[config.mk]
export PLATFORM = sky130hd
export DESIGN_NAME = pmps_top
export DESIGN_NICKNAME = d
export VERILOG_FILES = /design/src/pkg/pmps_pkg.sv /design/src/pmps_top.sv
export SDC_FILE = /design/constraint.sdc
export NUM_CORES = 1
export LEC_CHECK = 0
export CAP_MARGIN = 10
export CORE_UTILIZATION = 58
export DETAILED_ROUTE_END_ITERATION = 7
export DONT_BUFFER_PORTS = 1
export HOLD_SLACK_MARGIN = 0.1
export PLACE_DENSITY = 0.77
export SLEW_MARGIN = 20
export SYNTH_ARGS = -nofsm -noshare
export SYNTH_HDL_FRONTEND = slang
export SYNTH_SLANG_ARGS = --single-unit
[constraint.sdc]
create_clock -name aclk -period 2.4 [get_ports aclk]
set_clock_uncertainty 0.05 [all_clocks]
set_input_delay 0.24 -clock aclk [delete_from_list [all_inputs] [get_ports aclk]]
set_output_delay 0.24 -clock aclk [all_outputs]
set_load 0.1 [all_outputs]
[src/pkg/pmps_pkg.sv]
package pmps_pkg;
  typedef enum logic [1:0] {
    M_INLINE = 2'b00,
    M_MIRROR = 2'b01,
    M_BYPASS = 2'b10,
    M_MGMT = 2'b11
  } pmps_mode_e;
  typedef enum logic [2:0] {
    P_RUN = 3'b000,
    P_FLUSH = 3'b001,
    P_BYP = 3'b010,
    P_STBY = 3'b011,
    P_OFF = 3'b100
  } pmps_pwr_e;
  typedef enum logic [1:0] {
    S_PRIM = 2'b00,
    S_IN2 = 2'b01,
    S_IN3 = 2'b10
  } pmps_src_e;
  typedef struct packed {
    logic ac_ok;
    logic in1_ok;
    logic in2_ok;
    logic in3_ok;
    logic batt_low;
    logic batt_dead;
  } pmps_pwr_s;
  typedef struct packed {
    logic [5:0] link;
    logic [5:0] fast;
  } pmps_phy_s;
  localparam logic [7:0] A_MODE = 8'h00;
  localparam logic [7:0] A_CMD = 8'h04;
  localparam logic [7:0] A_BYP = 8'h08;
  localparam logic [7:0] A_CTRL = 8'h0c;
  localparam logic [7:0] A_STAT = 8'h10;
  localparam logic [7:0] A_SEL = 8'h14;
  localparam logic [7:0] A_IP = 8'h18;
  localparam logic [7:0] A_MACLO = 8'h1c;
  localparam logic [7:0] A_MACHI = 8'h20;
  localparam int CMD_MODE_LSB = 4;
  localparam int BYP_SEL_LSB = 4;
  localparam int CTRL_RETR_BIT = 8;
  localparam logic [5:0] RST_MARKER = 6'h3f;
  localparam logic RST_RETR = 1'b0;
  localparam pmps_pwr_s RST_PWR = 6'h20;
  localparam logic [1:0] RESP_OKAY = 2'b00;
  localparam logic [1:0] RESP_SLVERR = 2'b10;
  localparam int unsigned CLK_HZ = 125000000;
  localparam int unsigned STABLE_S = 15;
  localparam int unsigned STBY_CYC_DEF = STABLE_S * CLK_HZ;
  localparam int unsigned PRIM_MS = 100;
  localparam int unsigned PRIM_CYC_DEF = PRIM_MS * (CLK_HZ / 1000);
endpackage

[src/pmps_top.sv]
`timescale 1ns/10ps
`default_nettype none
// Functional notes
// inline pairs ports 1-2, 3-4, 5-6; traffic forwarded to partner
// malfunction or power loss moves inline ports to bypass
// mirror port only receives and records; never forwards or transmits
// mirror refuses retrieval/status; commands only with retrieval and marker
// marker off: all utility traffic on that port ignored
// inline on one port puts its partner inline too
// inline/bypass to mirror sets partner to management; may be overridden
// utility switches bypass on/off per pair; all pairs allowed
// every port bypassed: capture light off
// all bypassed plus fetch button: first pair back to inline
// management port never captures; carries utility traffic only; the code also enables ARP there (arp_en)
// management port answers only ARP and utility messages
// inline port takes commands and retrieval unless marker off
// orange lit at high speed, green on link; both dark in bypass
// per-port IP and MAC held, set by utility
// primary fails: switch to backup; return once primary stable
// battery undervoltage with no other source starts safe shutdown
// shutdown: flush, bypass all non-management ports, then standby
// standby: off if battery dead; resume after 15 s stable power
// resume from standby logs power restored
// stability timer restarts when power drops before interval ends
// partner changes land in the same cycle as the requested change
module pmps_top
  import pmps_pkg::*;
#(
  parameter int unsigned STBY_CYC = STBY_CYC_DEF,
  parameter int unsigned PRIM_CYC = PRIM_CYC_DEF
) (
  input wire logic aclk,
  input wire logic aresetn,
  input wire logic [7:0] s_axi_awaddr,
  input wire logic s_axi_awvalid,
  output logic s_axi_awready,
  input wire logic [31:0] s_axi_wdata,
  input wire logic [3:0] s_axi_wstrb,
  input wire logic s_axi_wvalid,
  output logic s_axi_wready,
  output logic [1:0] s_axi_bresp,
  output logic s_axi_bvalid,
  input wire logic s_axi_bready,
  input wire logic [7:0] s_axi_araddr,
  input wire logic s_axi_arvalid,
  output logic s_axi_arready,
  output logic [31:0] s_axi_rdata,
  output logic [1:0] s_axi_rresp,
  output logic s_axi_rvalid,
  input wire logic s_axi_rready,
  input wire pmps_pwr_s pwr_in,
  input wire pmps_phy_s phy_in,
  input wire logic fetch_button,
  input wire logic malfunction,
  input wire logic flush_done,
  output logic [5:0] fwd_en,
  output logic [5:0] tx_en,
  output logic [5:0] cap_en,
  output logic [5:0] cmd_en,
  output logic [5:0] query_en,
  output logic [5:0] arp_en,
  output logic [5:0] bypass_en,
  output logic [5:0] led_orange,
  output logic [5:0] led_green,
  output logic capture_active_light,
  output logic flush_req,
  output logic standby,
  output logic power_off,
  output logic log_restore,
  output logic [1:0] src_sel
);

  // ****************************************
  // pin synchronisers
  // ****************************************
  pmps_pwr_s pw_s1, pw;
  pmps_phy_s phy_s1, phy;
  logic btn_s1, btn_s2, btn_s3;
  logic btn_rise;

  always_ff @(posedge aclk) begin
    if (!aresetn) begin
      // mains assumed good until the stages fill: zeros would read as
      // a total power loss and throw every port into bypass
      pw_s1 <= RST_PWR;
      pw <= RST_PWR;
      phy_s1 <= '0;
      phy <= '0;
      btn_s1 <= 1'b0;
      btn_s2 <= 1'b0;
      btn_s3 <= 1'b0;
    end else begin
      pw_s1 <= pwr_in;
      pw <= pw_s1;
      phy_s1 <= phy_in;
      phy <= phy_s1;
      btn_s1 <= fetch_button;
      btn_s2 <= btn_s1;
      btn_s3 <= btn_s2;
    end
  end

  assign btn_rise = btn_s2 && !btn_s3;

  // ****************************************
  // power supervisor
  // ****************************************
  pmps_pwr_e pstate;
  pmps_src_e src;
  logic [31:0] stby_cnt, prim_cnt;
  logic [7:0] restore_cnt;
  logic prim_ok, prim_stable, alt_ok, undervolt, fault_now, resume;

  assign prim_ok = pw.ac_ok || pw.in1_ok;
  assign prim_stable = prim_cnt == PRIM_CYC;
  // a low battery is no alternative, so input 2 is left out
  assign alt_ok = prim_ok || pw.in3_ok;
  assign undervolt = pw.batt_low && !alt_ok;
  assign fault_now = malfunction || !(alt_ok || pw.in2_ok);
  assign resume = pstate == P_STBY && alt_ok &&
                  stby_cnt == STBY_CYC - 32'd1;

  always_ff @(posedge aclk) begin
    if (!aresetn) begin
      pstate <= P_RUN;
    end else begin
      unique case (pstate)
        P_RUN: if (undervolt) pstate <= P_FLUSH;
        P_FLUSH: if (flush_done) pstate <= P_BYP;
        P_BYP: pstate <= P_STBY;
        P_STBY: begin
          if (pw.batt_dead) begin
            pstate <= P_OFF;
          end else if (resume) begin
            pstate <= P_RUN;
          end
        end
        P_OFF: pstate <= P_OFF;
        default: pstate <= P_RUN;
      endcase
    end
  end

  always_ff @(posedge aclk) begin
    if (!aresetn || pstate != P_STBY || !alt_ok) begin
      stby_cnt <= '0;
    end else begin
      stby_cnt <= stby_cnt + 32'd1;
    end
  end

  always_ff @(posedge aclk) begin
    if (!aresetn) begin
      log_restore <= 1'b0;
      restore_cnt <= '0;
    end else begin
      log_restore <= resume;
      if (resume) restore_cnt <= restore_cnt + 8'd1;
    end
  end

  always_ff @(posedge aclk) begin
    if (!aresetn) begin
      flush_req <= 1'b0;
      standby <= 1'b0;
      power_off <= 1'b0;
      src_sel <= S_PRIM;
    end else begin
      flush_req <= pstate == P_FLUSH;
      standby <= pstate == P_STBY;
      power_off <= pstate == P_OFF;
      src_sel <= src;
    end
  end

  // hold-off keeps a bouncing primary from toggling the source
  always_ff @(posedge aclk) begin
    if (!aresetn || !prim_ok) begin
      prim_cnt <= '0;
    end else if (!prim_stable) begin
      prim_cnt <= prim_cnt + 32'd1;
    end
  end

  always_ff @(posedge aclk) begin
    if (!aresetn) begin
      src <= S_PRIM;
    end else begin
      unique case (src)
        S_PRIM: begin
          if (!prim_ok && pw.in2_ok) src <= S_IN2;
          else if (!prim_ok && pw.in3_ok) src <= S_IN3;
        end
        S_IN2, S_IN3: begin
          if (prim_stable) src <= S_PRIM;
          else if (src == S_IN2 && !pw.in2_ok && pw.in3_ok) src <= S_IN3;
          else if (src == S_IN3 && !pw.in3_ok && pw.in2_ok) src <= S_IN2;
        end
        default: src <= S_PRIM;
      endcase
    end
  end

  // ****************************************
  // port modes
  // ****************************************
  pmps_mode_e mode [6];
  pmps_mode_e next_mode [6];
  logic cmd_v, byp_v, retr_en, all_byp;
  logic [2:0] cmd_port, byp_on, byp_sel, sel;
  pmps_mode_e cmd_mode;
  logic [5:0] marker;

  always_comb begin
    all_byp = 1'b1;
    for (int i = 0; i < 6; i++) begin
      if (mode[i] != M_BYPASS) all_byp = 1'b0;
    end
  end

  // all sources merge here so pairs never show a half-applied state
  always_comb begin
    logic [2:0] p;
    logic [2:0] q;
    p = cmd_port;
    q = cmd_port ^ 3'd1;
    for (int i = 0; i < 6; i++) next_mode[i] = mode[i];
    if (cmd_v && cmd_port < 3'd6) begin
      unique case (cmd_mode)
        M_INLINE: begin
          next_mode[p] = M_INLINE;
          next_mode[q] = M_INLINE;
        end
        M_MIRROR: begin
          next_mode[p] = M_MIRROR;
          if (mode[p] == M_INLINE || mode[p] == M_BYPASS) begin
            next_mode[q] = M_MGMT;
          end
        end
        M_BYPASS, M_MGMT: next_mode[p] = cmd_mode;
      endcase
    end
    for (int k = 0; k < 3; k++) begin
      if (byp_v && byp_sel[k] && byp_on[k]) begin
        next_mode[2*k] = M_BYPASS;
        next_mode[2*k+1] = M_BYPASS;
      end else if (byp_v && byp_sel[k] && mode[2*k] == M_BYPASS &&
                   mode[2*k+1] == M_BYPASS) begin
        next_mode[2*k] = M_INLINE;
        next_mode[2*k+1] = M_INLINE;
      end
    end
    if (all_byp && btn_rise) begin
      next_mode[0] = M_INLINE;
      next_mode[1] = M_INLINE;
    end
    for (int i = 0; i < 6; i++) begin
      if (fault_now && next_mode[i] == M_INLINE) begin
        next_mode[i] = M_BYPASS;
      end
      if (pstate == P_BYP && next_mode[i] != M_MGMT) begin
        next_mode[i] = M_BYPASS;
      end
    end
  end

  always_ff @(posedge aclk) begin
    for (int i = 0; i < 6; i++) begin
      if (!aresetn) mode[i] <= M_INLINE;
      else mode[i] <= next_mode[i];
    end
  end

  always_ff @(posedge aclk) begin
    for (int i = 0; i < 6; i++) begin
      if (!aresetn) begin
        fwd_en[i] <= 1'b0;
        tx_en[i] <= 1'b0;
        cap_en[i] <= 1'b0;
        cmd_en[i] <= 1'b0;
        query_en[i] <= 1'b0;
        arp_en[i] <= 1'b0;
        bypass_en[i] <= 1'b0;
        led_orange[i] <= 1'b0;
        led_green[i] <= 1'b0;
      end else begin
        fwd_en[i] <= mode[i] == M_INLINE &&
                     mode[i^1] == M_INLINE;
        tx_en[i] <= mode[i] == M_INLINE || mode[i] == M_MGMT;
        cap_en[i] <= mode[i] == M_INLINE || mode[i] == M_MIRROR;
        cmd_en[i] <= marker[i] && (mode[i] == M_INLINE ||
                     mode[i] == M_MGMT ||
                     (mode[i] == M_MIRROR && retr_en));
        query_en[i] <= marker[i] && (mode[i] == M_INLINE ||
                       mode[i] == M_MGMT);
        arp_en[i] <= mode[i] == M_MGMT;
        bypass_en[i] <= mode[i] == M_BYPASS;
        led_green[i] <= phy.link[i] && mode[i] != M_BYPASS;
        led_orange[i] <= phy.link[i] && phy.fast[i] &&
                         mode[i] != M_BYPASS;
      end
    end
  end

  always_ff @(posedge aclk) begin
    if (!aresetn) capture_active_light <= 1'b0;
    else capture_active_light <= !all_byp;
  end

  // ****************************************
  // axi4-lite slave
  // ****************************************
  logic [7:0] aw_addr;
  logic [31:0] w_data;
  logic [3:0] w_strb;
  logic do_wr;
  logic [31:0] ip_tab [6];
  logic [31:0] maclo_tab [6];
  logic [15:0] machi_tab [6];
  logic [31:0] rd_word;
  logic rd_ok, wr_ok;

  function automatic logic [31:0] merge(input logic [31:0] old,
                                        input logic [31:0] nw,
                                        input logic [3:0] st);
    logic [31:0] r;
    for (int b = 0; b < 4; b++) begin
      r[8*b +: 8] = st[b] ? nw[8*b +: 8] : old[8*b +: 8];
    end
    return r;
  endfunction

  function automatic logic addr_ok(input logic [7:0] a);
    return a == A_MODE || a == A_CMD || a == A_BYP || a == A_CTRL ||
           a == A_STAT || a == A_SEL || a == A_IP || a == A_MACLO ||
           a == A_MACHI;
  endfunction

  assign do_wr = !s_axi_awready && !s_axi_wready && !s_axi_bvalid;
  assign wr_ok = addr_ok(aw_addr);

  always_ff @(posedge aclk) begin
    if (!aresetn) begin
      s_axi_awready <= 1'b1;
      s_axi_wready <= 1'b1;
      s_axi_bvalid <= 1'b0;
      s_axi_bresp <= RESP_OKAY;
      aw_addr <= '0;
      w_data <= '0;
      w_strb <= '0;
    end else begin
      if (s_axi_awvalid && s_axi_awready) begin
        aw_addr <= {s_axi_awaddr[7:2], 2'b00};
        s_axi_awready <= 1'b0;
      end
      if (s_axi_wvalid && s_axi_wready) begin
        w_data <= s_axi_wdata;
        w_strb <= s_axi_wstrb;
        s_axi_wready <= 1'b0;
      end
      if (do_wr) begin
        s_axi_bvalid <= 1'b1;
        s_axi_bresp <= wr_ok ? RESP_OKAY : RESP_SLVERR;
      end
      if (s_axi_bvalid && s_axi_bready) begin
        s_axi_bvalid <= 1'b0;
        s_axi_awready <= 1'b1;
        s_axi_wready <= 1'b1;
      end
    end
  end

  always_ff @(posedge aclk) begin
    if (!aresetn) begin
      marker <= RST_MARKER;
      retr_en <= RST_RETR;
      sel <= '0;
      cmd_v <= 1'b0;
      cmd_port <= '0;
      cmd_mode <= M_INLINE;
      byp_v <= 1'b0;
      byp_on <= '0;
      byp_sel <= '0;
    end else begin
      cmd_v <= do_wr && aw_addr == A_CMD && w_strb[0];
      byp_v <= do_wr && aw_addr == A_BYP && w_strb[0];
      if (do_wr && w_strb[0]) begin
        if (aw_addr == A_CMD) begin
          cmd_port <= w_data[2:0];
          cmd_mode <= pmps_mode_e'(w_data[CMD_MODE_LSB +: 2]);
        end
        if (aw_addr == A_BYP) begin
          byp_on <= w_data[2:0];
          byp_sel <= w_data[BYP_SEL_LSB +: 3];
        end
        if (aw_addr == A_CTRL) marker <= w_data[5:0];
        if (aw_addr == A_SEL) sel <= w_data[2:0];
      end
      if (do_wr && w_strb[1] && aw_addr == A_CTRL) begin
        retr_en <= w_data[CTRL_RETR_BIT];
      end
    end
  end

  always_ff @(posedge aclk) begin
    for (int i = 0; i < 6; i++) begin
      if (!aresetn) begin
        ip_tab[i] <= '0;
        maclo_tab[i] <= '0;
        machi_tab[i] <= '0;
      end else if (do_wr && sel == 3'(i)) begin
        if (aw_addr == A_IP) begin
          ip_tab[i] <= merge(ip_tab[i], w_data, w_strb);
        end
        if (aw_addr == A_MACLO) begin
          maclo_tab[i] <= merge(maclo_tab[i], w_data, w_strb);
        end
        if (aw_addr == A_MACHI) begin
          machi_tab[i] <= 16'(merge({16'h0000, machi_tab[i]},
                                    w_data, w_strb));
        end
      end
    end
  end

  always_comb begin
    logic [2:0] s;
    s = sel < 3'd6 ? sel : 3'd0;
    rd_word = '0;
    rd_ok = addr_ok({s_axi_araddr[7:2], 2'b00});
    case ({s_axi_araddr[7:2], 2'b00})
      A_MODE: begin
        for (int i = 0; i < 6; i++) rd_word[2*i +: 2] = mode[i];
      end
      A_CTRL: rd_word = {23'h000000, retr_en, 2'b00, marker};
      A_STAT: rd_word = {16'h0000, restore_cnt, capture_active_light,
                         all_byp, src, 1'b0, pstate};
      A_SEL: rd_word = {29'h00000000, sel};
      A_IP: rd_word = sel < 3'd6 ? ip_tab[s] : 32'h00000000;
      A_MACLO: rd_word = sel < 3'd6 ? maclo_tab[s] : 32'h00000000;
      A_MACHI: rd_word = sel < 3'd6 ? {16'h0000, machi_tab[s]} : 32'h0;
      default: rd_word = '0;
    endcase
  end

  always_ff @(posedge aclk) begin
    if (!aresetn) begin
      s_axi_arready <= 1'b1;
      s_axi_rvalid <= 1'b0;
      s_axi_rdata <= '0;
      s_axi_rresp <= RESP_OKAY;
    end else begin
      if (s_axi_arvalid && s_axi_arready) begin
        s_axi_arready <= 1'b0;
        s_axi_rvalid <= 1'b1;
        s_axi_rdata <= rd_word;
        s_axi_rresp <= rd_ok ? RESP_OKAY : RESP_SLVERR;
      end
      if (s_axi_rvalid && s_axi_rready) begin
        s_axi_rvalid <= 1'b0;
        s_axi_arready <= 1'b1;
      end
    end
  end
endmodule
`default_nettype wire

==> impl_metrics.toml <==
[run_status]
status = "complete, but fails checks"
violated_checks = "setup timing"

[synth]
synth.ff_latch_count = 773
ys.warnings.count = 0
synth_area_per_cell_um2 = 11.3
postSynthCellCount = 3039
synth_largest_type_area_fraction_pct = 42.1
synthesized_area_um2 = 34300
async_set_reset_flop_share_out_of_synthesis_pct = 0
ys_dominant_reg_cell = "sky130_fd_sc_hd__edfxtp_1"
synth_cell_type_count = 80
synth_largest_area_cell = "sky130_fd_sc_hd__edfxtp_1"
synth_enable_flop_cells = 480
seq_area_frac_synth_pct = 59.2
post_synth_main_area_contributors = "sky130_fd_sc_hd__edfxtp_1 (42%), sky130_fd_sc_hd__dfxtp_1 (17%), sky130_fd_sc_hd__and3_1 (7.3%), sky130_fd_sc_hd__mux4_2 (3.9%), sky130_fd_sc_hd__nand2_1 (3.6%)"

[timing]
maxClockFrequency_mhz = 416
worst_slew_pin_slew_ns = 0.969
final.setup.worst_slack_ns = -0.00315
finalHoldViolCount = 0
max_slew_margin_vs_limit_pct = 35.3
drv_slew = 0
finalHoldWorstSlack_ns = 0.119
rsz0062_at_grt = "true"
min_period_ns = 2.40
timing.final.setup_violations = 1
timing.final.crit_share_pct = 100

[hold_path]
min-delay-path-class = "primary input to register"
timing.hold.worst_endpoint = "s_axi_rdata[7]"
whs_path_depth = 4
min-delay-start = "s_axi_araddr[2]"

[layout]
layout.cells.non_filler = 4087
share_of_post_route_cells_with_drive_strength_above_1_pct = 17.1
finish.net_count = 3369
synthToLayoutAreaGrowth_pct = 18.4
fillCellCount = 3915

[run]
timing.max_cap.violations = 0

[global_routing]
grt_antenna_before_repair = 0
gr_util_all_layers_pct = 33.3
wire_length_of_the_first_global_routing_pass_um = 150000
first_global_vias = 25100
grt_overflow = 0
pin_count_of_the_biggest_net_entering_global_routing = 109

[route]
drt_pass1_iterations = 6
drc = 0
num_vias = 25900
postRouteAntennaNets = 0
post_drt_wl_per_cell_um = 24.5
drt_first_iter_violations = 2988
wirelength_um = 100000
detail_route.vias_per_cell = 6.33

[setup_path]
worstPathCellList = "dlygate4sd3_1 -> or4b_1 -> or2_2 -> a211o_1 -> a31oi_1 -> a31oi_1 -> a41oi_1"
critPathKind = "primary input to register"
worst_setup_path_start_kind = "primary input"
critical_path.top_delay_family = "simple AND/OR/NAND/NOR gates"
ff2ff_setup_slack_ns = 0.05
cp.buffers_inverters = 1
critical_path.endpoint_type = "register"
crit_fanout = 6
critPathMaxStageDelay_ns = 0.62
timing.critical_path.required_ns = 2.91
r2r-start = "sel[2]"
crit_slowest_cell = "sky130_fd_sc_hd__or4b_1"
arrival_worst_endpoint_ns = 2.91
regToRegEndpoint = "s_axi_rdata[2]"
critPathMostFrequentCell = "sky130_fd_sc_hd__a31oi_1"
rr_worst_depth = 7

[floorplan]
chipWidth_um = 245
die_area_um2 = 60100
pin_count = 182
design.core.area_um2 = 58000
initial_utilization_pct = 59.1
die_height_um = 245
rows = 88

[clocking]
h-tree-depth = 3
clkSinkCount = 773
cts_buffers = 78
source_to_sink_clock_delay_at_the_later_pin_of_the_worst_skew_pair_ns = 0.64
tritoncts = "done"
cts_buffer_depth = 3
cts.clk_slew.worst_paths_ns = 0.06
cts-root-buf = "sky130_fd_sc_hd__clkbuf_16"

[placement]
place_inst = 3838
dpl_worst_slack_ns = -0.117
place.detailed.hpwl_um = 65100
port-buffer-count = 0
rd_place_congestion = 0.965

[pwr]
max-vdd-ir-drop_mv = 0.720
power.density_cell_area_nw_per_um2 = 726
leakage_power_figure_uw = 0.0162
-- kinds of logic (layout without fill, tap and decap cells) --
kind of cell             count (synthesis)  in the layout  synth area share [%]
adder cells (fa/ha/maj)                 32             32                  1.17
XOR/XNOR                                64             64                  1.64
multiplexers                           166            166                  7.07
AND/OR/NAND/NOR                       1325           1325                  20.1
AO/OA/AOI/OAI                          388            388                  7.29
buffers and inverters                  290            570                  3.53
other                                    1              4                0.0109
flip-flops                             773            773                  59.2
-- placed cells by master (no fill, tap or decap), types with 12 or more instances in the layout --
cell                            netlist  routed
sky130_fd_sc_hd__dlygate4sd3_1        0      99
sky130_fd_sc_hd__clkbuf_1           196      13
sky130_fd_sc_hd__o22a_1              13      13
sky130_fd_sc_hd__and2_1             162     161
sky130_fd_sc_hd__xor2_1              46      46
sky130_fd_sc_hd__inv_1               34      34
sky130_fd_sc_hd__xnor2_1             18      18
sky130_fd_sc_hd__edfxtp_1           480     480
sky130_fd_sc_hd__nand2b_1            15      13
sky130_fd_sc_hd__ha_1                32      32
sky130_fd_sc_hd__nand2_2              0      16
sky130_fd_sc_hd__a221oi_1            14      14
sky130_fd_sc_hd__dfxtp_1            293     278
sky130_fd_sc_hd__a22oi_1             16      16
sky130_fd_sc_hd__buf_4               10     266
sky130_fd_sc_hd__nor3_1              22      20
sky130_fd_sc_hd__clkbuf_8             3      13
sky130_fd_sc_hd__mux2i_1             96      96
sky130_fd_sc_hd__o21ai_0             70      69
sky130_fd_sc_hd__nand4_1             33      33
sky130_fd_sc_hd__clkbuf_16            0      82
sky130_fd_sc_hd__and3_1             402     402
sky130_fd_sc_hd__a211oi_1            12      12
sky130_fd_sc_hd__a21oi_1            142     142
sky130_fd_sc_hd__nor2_1             233     217
sky130_fd_sc_hd__dfxtp_2              0      13
sky130_fd_sc_hd__nor2_2               1      17
sky130_fd_sc_hd__o221ai_1            16      16
sky130_fd_sc_hd__nand2_1            327     311
sky130_fd_sc_hd__o22ai_1             22      22
sky130_fd_sc_hd__mux4_2              60      60
sky130_fd_sc_hd__nand3_1             50      49
sky130_fd_sc_hd__nor2b_1             12      12
sky130_fd_sc_hd__clkinv_2             0      13
sky130_fd_sc_hd__buf_12               0      25
-- how the worst max path moves through the flow --
stage / start / end / depth (start not counted)
6_report: s_axi_araddr[5] / s_axi_rdata[2] / 7
4_1_cts: s_axi_araddr[2] / s_axi_rdata[21] / 7
3_3_place_gp: s_axi_araddr[5] / s_axi_rdata[21] / 6
5_1_grt: aw_addr[5] / ip_tab[0][28] / 8
3_5_place_dp: aw_addr[5] / maclo_tab[1][4] / 7
2_1_floorplan: s_axi_awready / ip_tab[1][10] / 7
-- repair_timing --
action                                 CTS  global route
cloned                                   1             0
endpoints found under the hold margin  674             0
setup endpoints to repair              233           209
hold buffers                           100             0
pin swaps                                0             3
gates resized for setup                  5            26
buffers inserted                         0             3
-- worst min-delay path: cells and delay by family --
kind	cells	cell delay, ns
buf+inv	1	0.17
simple gates	1	0.16
compound gates	2	0.19
-- cells in the mapped netlist (all sizes together) (10+ instances only) --
| master | number |
|---|---|
| edfxtp | 480 |
| and3 | 402 |
| nand2 | 327 |
| dfxtp | 293 |
| nor2 | 234 |
| clkbuf | 200 |
| and2 | 162 |
| a21oi | 143 |
| mux2i | 96 |
| o21ai | 71 |
| mux4 | 60 |
| buf | 55 |
| nand3 | 50 |
| xor2 | 46 |
| inv | 34 |
| nand4 | 33 |
| ha | 32 |
| nor3 | 23 |
| o22ai | 22 |
| xnor2 | 18 |
| a22oi | 16 |
| o221ai | 16 |
| nand2b | 15 |
| nor4 | 15 |
| a221oi | 14 |
| o22a | 14 |
| a211oi | 13 |
| nor2b | 12 |
| a222oi | 10 |
| mux2 | 10 |
-- per-layer routing --
metal | up-vias | GRT usage, % | wire, um
met2 | 1520 | 54.2 | 47800
met1 | 12600 | 42.3 | 36900
met5 | - | 0 | 0
li1 | 11500 | - | -
met3 | 318 | 6.67 | 10100
met4 | 0 | 16.9 | 5540
-- per-stage QoR --
step,area (um2),total power (uW),util [%],TNS (ns)
after global placement,36700,16600,63.3,-2.28
after floorplan,34300,16100,-,-0.00879
final,40600,29500,70.0,-0.00315
after global routing,40600,30200,70.0,-0.125
after CTS,40500,29500,69.8,0
after detailed placement,36700,16700,63.3,-10.97
-- power breakdown --
part | switching (uW) | leakage (uW) | internal, uW
clock | 5170 | 0.00134 | 7630
combinational | 1270 | 0.00753 | 545
sequential | 383 | 0.00735 | 14500
-- layout make-up --
type                    count  area (um2)  share of cell area [%]
multi-input cells        1977       12900                    31.9
repair buffers            392        3550                    8.74
well taps                 765         957                    2.36
inverters                  35         134                   0.330
flip-flops and latches    773       20300                    50.0
clock inverters            35         419                    1.03
diodes                      2        5.00                  0.0123
clock buffers             108        2280                    5.62
-- registers in the layout, indices dropped and copies added (netlist names), 12 cells and up, named ones only --
register and count:
ip_tab 192, maclo_tab 192, prim_cnt 32, machi_tab 96, phy_s1 12, phy 12, stby_cnt 32, w_data 32
s_axi_rdata 32, mode 12
No activity file was read; power rests on OpenSTA's default activity.
